===== src/hdl/pha_pkg.sv =====
// Operation
// - The self-test byte of configuration dword 0Ch always reads zero.
// - The header type byte always reads zero, marking the type-0 layout.
// - The latency timer byte is a constant zero; the device never masters.
// - The cache line size byte always reads zero.
// - Base address bit 0 always reads one, declaring I/O space.
// - Base address bit 1 always reads zero.
// - Interrupt line byte is read/write storage and steers nothing.
// - Interrupt pin byte is read-only and always returns one.
// - Maximum latency byte always reads zero.
// - Index register sits at the I/O base, data register at base plus one.
// - Index bits 5:0 pick one of 64 socket registers for data access.
// - Index bit 6 picks the socket: zero first, one second.
// - Seven-bit index 00h-3Fh reaches socket one, 40h-7Fh socket two.
// - Each socket has 64 entries, sharing 1Eh and 1Fh; second-socket index equals first plus 40h.
// - Indices 01h-07h hold status, power, control and window enable bytes.
// - I/O windows 0 and 1 use indices 08h-0Bh and 0Ch-0Fh.
// - Memory windows 0, 1, 2 start at 10h, 18h, 20h, six bytes each.
// - Some index values are reserved and address no function.
// - The configuration header spans 00h-3Fh and is chip-wide.
package pha_pkg;

  // ----------------------------------------------------------------------
  // Configuration header dword offsets and fixed fields.
  // ----------------------------------------------------------------------
  localparam logic [5:0] CFG_DW_MISC   = 6'h03;  // Byte offset 0Ch.
  localparam logic [5:0] CFG_DW_IOBASE = 6'h04;  // Byte offset 10h.
  localparam logic [5:0] CFG_DW_INTR   = 6'h0f;  // Byte offset 3Ch.
  localparam logic [7:0] CFG_BIST      = 8'h00;
  localparam logic [7:0] CFG_HDR_TYPE  = 8'h00;
  localparam logic [7:0] CFG_LAT_TIMER = 8'h00;
  localparam logic [7:0] CFG_CACHE_LN  = 8'h00;
  localparam logic [7:0] CFG_INT_PIN   = 8'h01;
  localparam logic [7:0] CFG_MIN_GNT   = 8'h00;
  localparam logic [7:0] CFG_MAX_LAT   = 8'h00;
  localparam logic [1:0] BAR_IO_FLAGS  = 2'h1;   // Bit 1 zero, bit 0 one.
  localparam int         MAX_LAT_UNIT_NS = 250;
  localparam logic [7:0] INT_LINE_RST  = 8'h00;
  localparam logic [29:0] IO_BASE_RST  = 30'h00000000;

  // ----------------------------------------------------------------------
  // Index register layout and internal index space.
  // ----------------------------------------------------------------------
  localparam logic [7:0] INDEX_RST     = 8'h00;
  localparam int         IDX_SOCK_BIT  = 6;
  localparam int         IDX_REG_W     = 6;
  localparam logic [1:0] IO_LANE_INDEX = 2'h0;
  localparam logic [1:0] IO_LANE_DATA  = 2'h1;
  localparam logic [5:0] IDX_CHIP_REV  = 6'h00;
  localparam logic [5:0] IDX_SHARED0   = 6'h1e;
  localparam logic [5:0] IDX_SHARED1   = 6'h1f;
  localparam logic [5:0] IDX_RSVD_LO   = 6'h2c;
  localparam logic [5:0] IDX_RSVD_HI   = 6'h3f;
  localparam logic [5:0] IDX_IFC_STAT  = 6'h01;
  localparam logic [5:0] IDX_IO_WIN0   = 6'h08;
  localparam logic [5:0] IDX_IO_WIN1   = 6'h0c;
  localparam logic [5:0] IDX_MEM_WIN0  = 6'h10;
  localparam logic [5:0] IDX_MEM_WIN1  = 6'h18;
  localparam logic [5:0] IDX_MEM_WIN2  = 6'h20;
  localparam logic [7:0] REG_RST       = 8'h00;

  // Returns one for a socket register index that addresses no function.
  function automatic logic pha_idx_reserved(input logic [5:0] regIdx);
    return (regIdx >= IDX_RSVD_LO) && (regIdx <= IDX_RSVD_HI);
  endfunction

endpackage


===== src/hdl/pha_rf_if.sv =====
// Byte access path from the index/data front end to the socket register file.
interface pha_rf_if;
  logic       wrEn;
  logic [6:0] addr;
  logic [7:0] wdata;
  logic [7:0] rdata;

  modport ctrl (output wrEn, output addr, output wdata, input rdata);
  modport file (input wrEn, input addr, input wdata, output rdata);
endinterface


===== src/hdl/pha_sock_regs.sv =====
module pha_sock_regs #(
  parameter logic [7:0] CHIP_REV = 8'h5a  // Arbitrary revision code.
) (
  input  wire logic ref_clk,
  input  wire logic rst_n,
  pha_rf_if.file    rf
);

  // ----------------------------------------------------------------------
  // Storage: 64 bytes per socket, socket selected by the top address bit.
  // ----------------------------------------------------------------------
  logic [7:0] mem_q [128];
  logic [5:0] regIdx;
  logic [6:0] eff;
  logic       writable;

  // Shared bytes of the second socket fold onto the first socket's copy.
  always_comb begin
    regIdx = rf.addr[5:0];
    eff    = rf.addr;
    if ((regIdx == pha_pkg::IDX_SHARED0) || (regIdx == pha_pkg::IDX_SHARED1)) begin
      eff = {1'b0, regIdx};
    end
    writable = !pha_pkg::pha_idx_reserved(regIdx) &&
               (regIdx != pha_pkg::IDX_CHIP_REV);
  end

  // Read mux: revision byte, reserved zeros, otherwise the stored byte.
  always_comb begin
    if (regIdx == pha_pkg::IDX_CHIP_REV) begin
      rf.rdata = CHIP_REV;
    end else if (pha_pkg::pha_idx_reserved(regIdx)) begin
      rf.rdata = 8'h00;
    end else begin
      rf.rdata = mem_q[eff];
    end
  end

  // Byte store; reserved writes are dropped.
  always_ff @(posedge ref_clk) begin
    if (!rst_n) begin
      for (int i = 0; i < 128; i++) begin
        mem_q[i] <= pha_pkg::REG_RST;
      end
    end else if (rf.wrEn && writable) begin
      mem_q[eff] <= rf.wdata;
    end
  end

endmodule // pha_sock_regs


===== src/hdl/pha_header_index.sv =====
module pha_header_index #(
  parameter logic [7:0] CHIP_REV = 8'h5a  // Arbitrary revision code.
) (
  input  wire logic        ref_clk,
  input  wire logic        rst_n,
  input  wire logic        ioSpaceEn,
  input  wire logic        accValid,
  input  wire logic        accIsCfg,
  input  wire logic        accWrite,
  input  wire logic [31:0] accAddr,
  input  wire logic [3:0]  accByteEn,
  input  wire logic [31:0] accWdata,
  output logic             ioHit,
  output logic             accDone,
  output logic [31:0]      accRdata,
  output logic [31:0]      ioBase,
  output logic [7:0]       indexReg
);

  // ----------------------------------------------------------------------
  // State.
  // ----------------------------------------------------------------------
  logic [29:0] ioBase_q, ioBase_d;
  logic [7:0]  intLine_q, intLine_d;
  logic [7:0]  index_q, index_d;
  logic [31:0] rdata_q, rdata_d;
  logic        done_q, done_d;
  logic        cfgAcc, ioAcc;
  logic [5:0]  cfgDw;

  pha_rf_if rf ();

  // Byte lanes of the index and data registers within the claimed dword.
  localparam int IO_LANE_IDX = int'(pha_pkg::IO_LANE_INDEX);
  localparam int IO_LANE_DAT = int'(pha_pkg::IO_LANE_DATA);

  pha_sock_regs #(
    .CHIP_REV (CHIP_REV)
  ) u_regs (
    .ref_clk (ref_clk),
    .rst_n   (rst_n),
    .rf      (rf.file)
  );

  // ----------------------------------------------------------------------
  // Decode.
  // ----------------------------------------------------------------------
  // Configuration cycles reach the chip-wide header; I/O cycles hit the dword at the base.
  always_comb begin
    cfgDw  = accAddr[7:2];
    ioHit  = accValid && !accIsCfg && ioSpaceEn &&
             (accAddr[31:2] == ioBase_q) &&
             (accByteEn[IO_LANE_IDX] || accByteEn[IO_LANE_DAT]);
    cfgAcc = accValid && accIsCfg && !done_q;
    ioAcc  = ioHit && !done_q;
  end

  // Data register path: byte at base plus one, addressed by the index.
  always_comb begin
    rf.addr  = index_q[6:0];
    rf.wdata = accWdata[15:8];
    rf.wrEn  = ioAcc && accWrite && accByteEn[IO_LANE_DAT];
  end

  // ----------------------------------------------------------------------
  // Next state and read data.
  // ----------------------------------------------------------------------
  // Writes update stored fields; read-only bits take no write.
  always_comb begin
    ioBase_d  = ioBase_q;
    intLine_d = intLine_q;
    index_d   = index_q;
    rdata_d   = rdata_q;
    done_d    = cfgAcc || ioAcc;
    if (cfgAcc) begin
      unique case (cfgDw)
        pha_pkg::CFG_DW_MISC: begin
          rdata_d = {pha_pkg::CFG_BIST, pha_pkg::CFG_HDR_TYPE,
                     pha_pkg::CFG_LAT_TIMER, pha_pkg::CFG_CACHE_LN};
        end
        pha_pkg::CFG_DW_IOBASE: begin
          rdata_d = {ioBase_q, pha_pkg::BAR_IO_FLAGS};
          if (accWrite) begin
            for (int b = 0; b < 4; b++) begin
              if (accByteEn[b]) begin
                ioBase_d = ioWriteByte(ioBase_d, b, accWdata);
              end
            end
          end
        end
        pha_pkg::CFG_DW_INTR: begin
          rdata_d = {pha_pkg::CFG_MAX_LAT, pha_pkg::CFG_MIN_GNT,
                     pha_pkg::CFG_INT_PIN, intLine_q};
          if (accWrite && accByteEn[0]) begin
            intLine_d = accWdata[7:0];
          end
        end
        default: begin
          rdata_d = 32'h00000000;
        end
      endcase
    end else if (ioAcc) begin
      rdata_d = {16'h0000, rf.rdata, index_q};
      if (accWrite && accByteEn[IO_LANE_IDX]) begin
        index_d = accWdata[7:0];
      end
    end
  end

  // Merges one written byte into the base field, keeping bits 1:0 out.
  function automatic logic [29:0] ioWriteByte(input logic [29:0] cur, input int lane,
                                              input logic [31:0] wd);
    logic [31:0] full;
    full = {cur, 2'b00};
    full[lane*8 +: 8] = wd[lane*8 +: 8];
    return full[31:2];
  endfunction

  // Registers all state.
  always_ff @(posedge ref_clk) begin
    if (!rst_n) begin
      ioBase_q  <= pha_pkg::IO_BASE_RST;
      intLine_q <= pha_pkg::INT_LINE_RST;
      index_q   <= pha_pkg::INDEX_RST;
      rdata_q   <= 32'h00000000;
      done_q    <= 1'b0;
    end else begin
      ioBase_q  <= ioBase_d;
      intLine_q <= intLine_d;
      index_q   <= index_d;
      rdata_q   <= rdata_d;
      done_q    <= done_d;
    end
  end

  // Outputs.
  always_comb begin
    accDone  = done_q;
    accRdata = rdata_q;
    ioBase   = {ioBase_q, pha_pkg::BAR_IO_FLAGS};
    indexReg = index_q;
  end

endmodule // pha_header_index


===== config.mk =====
export PLATFORM = sky130hd
export DESIGN_NAME = pha_header_index
export DESIGN_NICKNAME = d
export VERILOG_FILES = /design/src/hdl/pha_pkg.sv /design/src/hdl/pha_rf_if.sv /design/src/hdl/pha_sock_regs.sv /design/src/hdl/pha_header_index.sv
export SDC_FILE = /design/constraint.sdc
export NUM_CORES = 2
export LEC_CHECK = 0
export ABC_AREA = 1
export BUFFER_PORTS_ARGS = -buffer_cell sky130_fd_sc_hd__buf_4
export CORE_ASPECT_RATIO = 0.7
export CORE_MARGIN = 1.5
export CORE_UTILIZATION = 50
export DETAILED_ROUTE_END_ITERATION = 8
export HOLD_SLACK_MARGIN = 0.05
export PLACE_DENSITY = 0.69
export SETUP_SLACK_MARGIN = 0.15
export SYNTH_ARGS = -nofsm -noshare
export SYNTH_HDL_FRONTEND = slang
export SYNTH_SLANG_ARGS = --single-unit
export TNS_END_PERCENT = 5

===== constraint.sdc =====
create_clock -name ref_clk -period 10 [get_ports ref_clk]
set_clock_uncertainty 0.2 [all_clocks]
set_input_delay 2 -clock ref_clk [delete_from_list [all_inputs] [get_ports ref_clk]]
set_output_delay 2 -clock ref_clk [all_outputs]
set_load 0.02 [all_outputs]

==> results by stage <==
Power:
- For this design the static power due to leakage is 21.71 nW.
- The relative contribution of the clock network to total power is 0.404.
- The net switching power of the design is 2.151 mW.
- The combinational share of power is 0.044.
- Internal power comes to between 7 and 8 mW.
- The peak supply drop is 0.1454 mV.
- Of the total power, registers draw 0.551.
- The switching power as a share of total power is 0.2209.
- The power per cell area is 171.7 mW/mm^2.

Route:
- The uppermost layer routed is met5.
- Once detail routing completed, the nets flagged for antenna violations numbered 0.
- In the final routed layout, each cell accounts on average for between 20 and 25 microns.
- Summed over all nets, wire length on met2 after detailed routing comes to 61680 microns.
- The routed wire length is 145100 microns.
- After detailed routing, the number of remaining DRC violations is 0.
- The total number of vias is 38779.
- The first-pass iteration count of the detailed router is 6.
- The length of routed met3 wiring is 17880 microns.
- The mean number of vias per cell is 5.619.
- The detailed router put a total of 60910 microns of wire on met1.
- The violation count after the first detailed-routing iteration is 5628.

Worst setup path:
- The worst setup path is captured at a register.
- The signal on the critical path passes through buf_4, nor2_4, inv_2, nor4_1, or2_1, nor4_4, buf_4, nand3_4, buf_4, buf_4, o21ai_0.
- Data on the critical path arrives at its endpoint at 5.94 ns.
- For this run, the slowest stage of the critical path takes 0.88 ns.
- The worst setup path is launched from a register.
- At the worst endpoint, the required time is roughly 10 ns.
- For the worst flop-to-flop path, the logic depth is 11.
- The most frequent cell on the critical path is sky130_fd_sc_hd__buf_4.
- The type of the worst setup path is register to register.
- The slowest stage of the critical path belongs to the cell sky130_fd_sc_hd__nor2_4.
- Of all nets on the critical path, the largest fanout is between 40 and 50.

Hold path:
- The type of the tightest min-delay check is register to register.
- Counting instances, the worst hold path has a depth of 2.

GRT:
- The number of global-route vias before repair is 35430.
- For this run, the total global-route usage over all layers was measured as 0.2788.
- The initial antenna violation count is 2.
- The residual overflow from global routing is 0.
- The global-route wire length before repair is approximately 210000 microns.
- The maximum number of pins on one net before global-route repair is 177.

Yosys:
- The average cell area after synthesis is 9.541 sq um.
- For this run, the register share of the synthesized area comes to 0.6447.
- By count the netlist is led by sky130_fd_sc_hd__nand2_1, sky130_fd_sc_hd__edfxtp_1, sky130_fd_sc_hd__nor3_1, sky130_fd_sc_hd__nor2_1, sky130_fd_sc_hd__clkbuf_1.
- The count of synthesis-stage warnings from yosys is 0.
- The cell count after synthesis came out at ~5300.
- In the synthesized netlist the dominant register cell turns out to be sky130_fd_sc_hd__edfxtp_1.
- The biggest area consumer among synthesized cells is sky130_fd_sc_hd__edfxtp_1.
- The number of flops mapped to enable cells by yosys is approximately 1000.
- Of the post-synthesis cell area, the dominant cell type holds 0.6132.
- In this run the cell area of the synthesized design comes to 0.05015 sq mm.
- After synthesis, the cell types taking the most area are sky130_fd_sc_hd__edfxtp_1, sky130_fd_sc_hd__nand2_1, sky130_fd_sc_hd__nor3_1.
- The register bit count reported by yosys is 1103.
- The number of library cell types mapped by synthesis is 37.
- The most numerous cell in the Yosys netlist is sky130_fd_sc_hd__nand2_1.
- The post-synthesis async set-or-reset flop share is 0.

Timing:
- The worst path in the final design needs a cycle of 5.858 ns, including I/O delays and setup.
- The final count of pins violating max slew is 0.
- For the pin with the worst max-slew slack, the measured transition is 1.336 ns.
- The setup total negative slack is 0 ns.
- The worst slack on hold paths is 0.2675 ns.
- The hold violation total from the final report came to 0.
- Timing would allow up to 170.7 MHz.
- Of the available clock period, the critical path in the final layout requires 0.5858.
- Setup repair after global routing left no endpoint under its margin.
- The final count of negative-setup-slack endpoints is 0.
- In this run the tightest slew margin relative to its limit is 0.1000.

Floorplanning:
- The initial utilization of the core area, before any placement, comes to 0.5079.
- The height of the die is 268.0 microns.
- The area of the placeable core is a little under 0.1 sq mm.
- The row count is 96.
- For this design the top-level I/O count stands at 148.
- The die width is roughly 380 microns.
- The die covers 0.1022 sq mm.

Layout:
- The ratio of cells with drive above 1 in the final layout is 0.08965.
- The layout net count is 5567.
- The count of fill cells added during filler insertion is about 8400.
- Relative to the synthesized area, the layout overhead comes to 13.04%.

CTS:
- The H-tree was split into 3 levels.
- Buffers added to address setup during post-CTS repair amount to 0.
- The root buffer cell chosen for the clock tree is sky130_fd_sc_hd__clkbuf_16.
- The number of sinks driven by the clock tree is 1103.
- The clock passes through at most 3 buffers.
- Hold repair after CTS inserted 0 buffers.
- TritonCTS built the clock tree.
- At the later pin of the worst-skew pair, clock insertion delay measures 0.72 ns.
- Clock-pin slew was measured on the worst setup and hold paths at 0.07 ns.
- After clock tree synthesis, the repair step resized 0 gates.
- The CTS buffer count is 103.

Place:
- The routability congestion estimate from global placement is 0.9252.
- Input and output buffers added on the ports amount to 143.
- The detailed-placement wirelength estimate is 86960 microns.

Run:
- The total of max-cap violations is 0.

Status:
- The run finished with clean final reports.
-- worst paths after layout --
kind / from / slack [ns] / to
worst min-delay path: accRdata[22]$_SDFFE_PN0P_ / 0.27 / accRdata[22]$_SDFFE_PN0P_
worst max-delay path: indexReg[2]$_SDFFE_PN0P_ / 4.14 / u_regs.mem_q[30][3]$_SDFFCE_PN0P_
worst min register to register: accRdata[22]$_SDFFE_PN0P_ / 0.27 / accRdata[22]$_SDFFE_PN0P_
worst max register to register: indexReg[2]$_SDFFE_PN0P_ / 4.14 / u_regs.mem_q[30][3]$_SDFFCE_PN0P_
-- placed cells by master (no fill, tap or decap), types with 5 or more instances in the layout --
master and count:
sky130_fd_sc_hd__dfxtp_1 76, sky130_fd_sc_hd__clkinv_1 21, sky130_fd_sc_hd__conb_1 354, sky130_fd_sc_hd__nor2_1 470
sky130_fd_sc_hd__clkbuf_1 16, sky130_fd_sc_hd__bufinv_16 6, sky130_fd_sc_hd__nand3_4 8, sky130_fd_sc_hd__inv_2 8
sky130_fd_sc_hd__nand4_1 19, sky130_fd_sc_hd__nor3_1 680, sky130_fd_sc_hd__clkinv_2 25, sky130_fd_sc_hd__a31oi_1 10
sky130_fd_sc_hd__a21oi_1 97, sky130_fd_sc_hd__o21ai_0 331, sky130_fd_sc_hd__nor2_2 5, sky130_fd_sc_hd__nand2_2 6
sky130_fd_sc_hd__o211ai_1 94, sky130_fd_sc_hd__nand3_1 48, sky130_fd_sc_hd__clkbuf_16 106, sky130_fd_sc_hd__nand2_1 1592
sky130_fd_sc_hd__clkinv_4 6, sky130_fd_sc_hd__edfxtp_1 1024, sky130_fd_sc_hd__clkbuf_8 10, sky130_fd_sc_hd__inv_1 214
sky130_fd_sc_hd__or2_2 78, sky130_fd_sc_hd__buf_4 217, sky130_fd_sc_hd__nor2_4 5
-- power groups by stage --
stage	clock (mW)	combinational (mW)	sequential, mW
floorplan	0	0.267	5.45
global placement	0	0.410	5.46
detailed placement	0	0.417	5.47
CTS	3.96	0.419	5.37
global route	4.14	0.476	5.39
finish	3.94	0.431	5.37
-- final cells by class --
class,instances,area (sq um),area share
sequential,1103,32340,0.5705
multi-input combinational,3830,16760,0.2956
clock buffer,134,2860,0.05046
timing repair buffer,220,1680,0.02964
tap,1323,1655,0.02920
inverter,235,902.1,0.01591
clock inverter,55,485.5,0.008564
antenna,1,2.502,0.00004414
-- critical path: cells and delay by family, from the launching register on --
family,cells,cell delay (ns)
simple gates,5,2.07
buf+inv,5,1.86
flops,1,0.61
compound gates,1,0.56
-- cells by family after synthesis --
logic type             count (synthesis)  synth area share
AND/OR/NAND/NOR                     2922            0.2428
flip-flops                          1103            0.6447
XOR/XNOR                               8          0.001397
buffers and inverters                675           0.05087
AO/OA/AOI/OAI                        546           0.06008
other                                  2         0.0001498
-- flip-flops by register name, summed over array words and instances, names as in the netlist --
name          count
indexReg          8
u_regs.mem_q   1024
ioBase_q         30
accRdata         32
accDone           1
intLine_q         8
-- metal layers --
layer / vias up / GRT usage
met3: 296 / 0.06043
met1: 18367 / 0.4180
li1: 17924 / -
met5: - / 0
met4: 2 / 0.09535
met2: 2190 / 0.4014
-- stage by stage --
stage	setup slack (ns)	utilization	power [mW]	instances	instance area (sq um)
3_3_place_gp	3.861	0.5402	5.866	6711	53340
6_report	4.142	0.5741	9.736	6901	56690
3_5_place_dp	3.759	0.5402	5.882	6711	53340
5_1_grt	4.109	0.5741	10.00	6901	56690
4_1_cts	4.273	0.5741	9.748	6900	56690
2_1_floorplan	5.078	-	5.713	5608	51470
No activity file was read; power rests on OpenSTA's default activity.
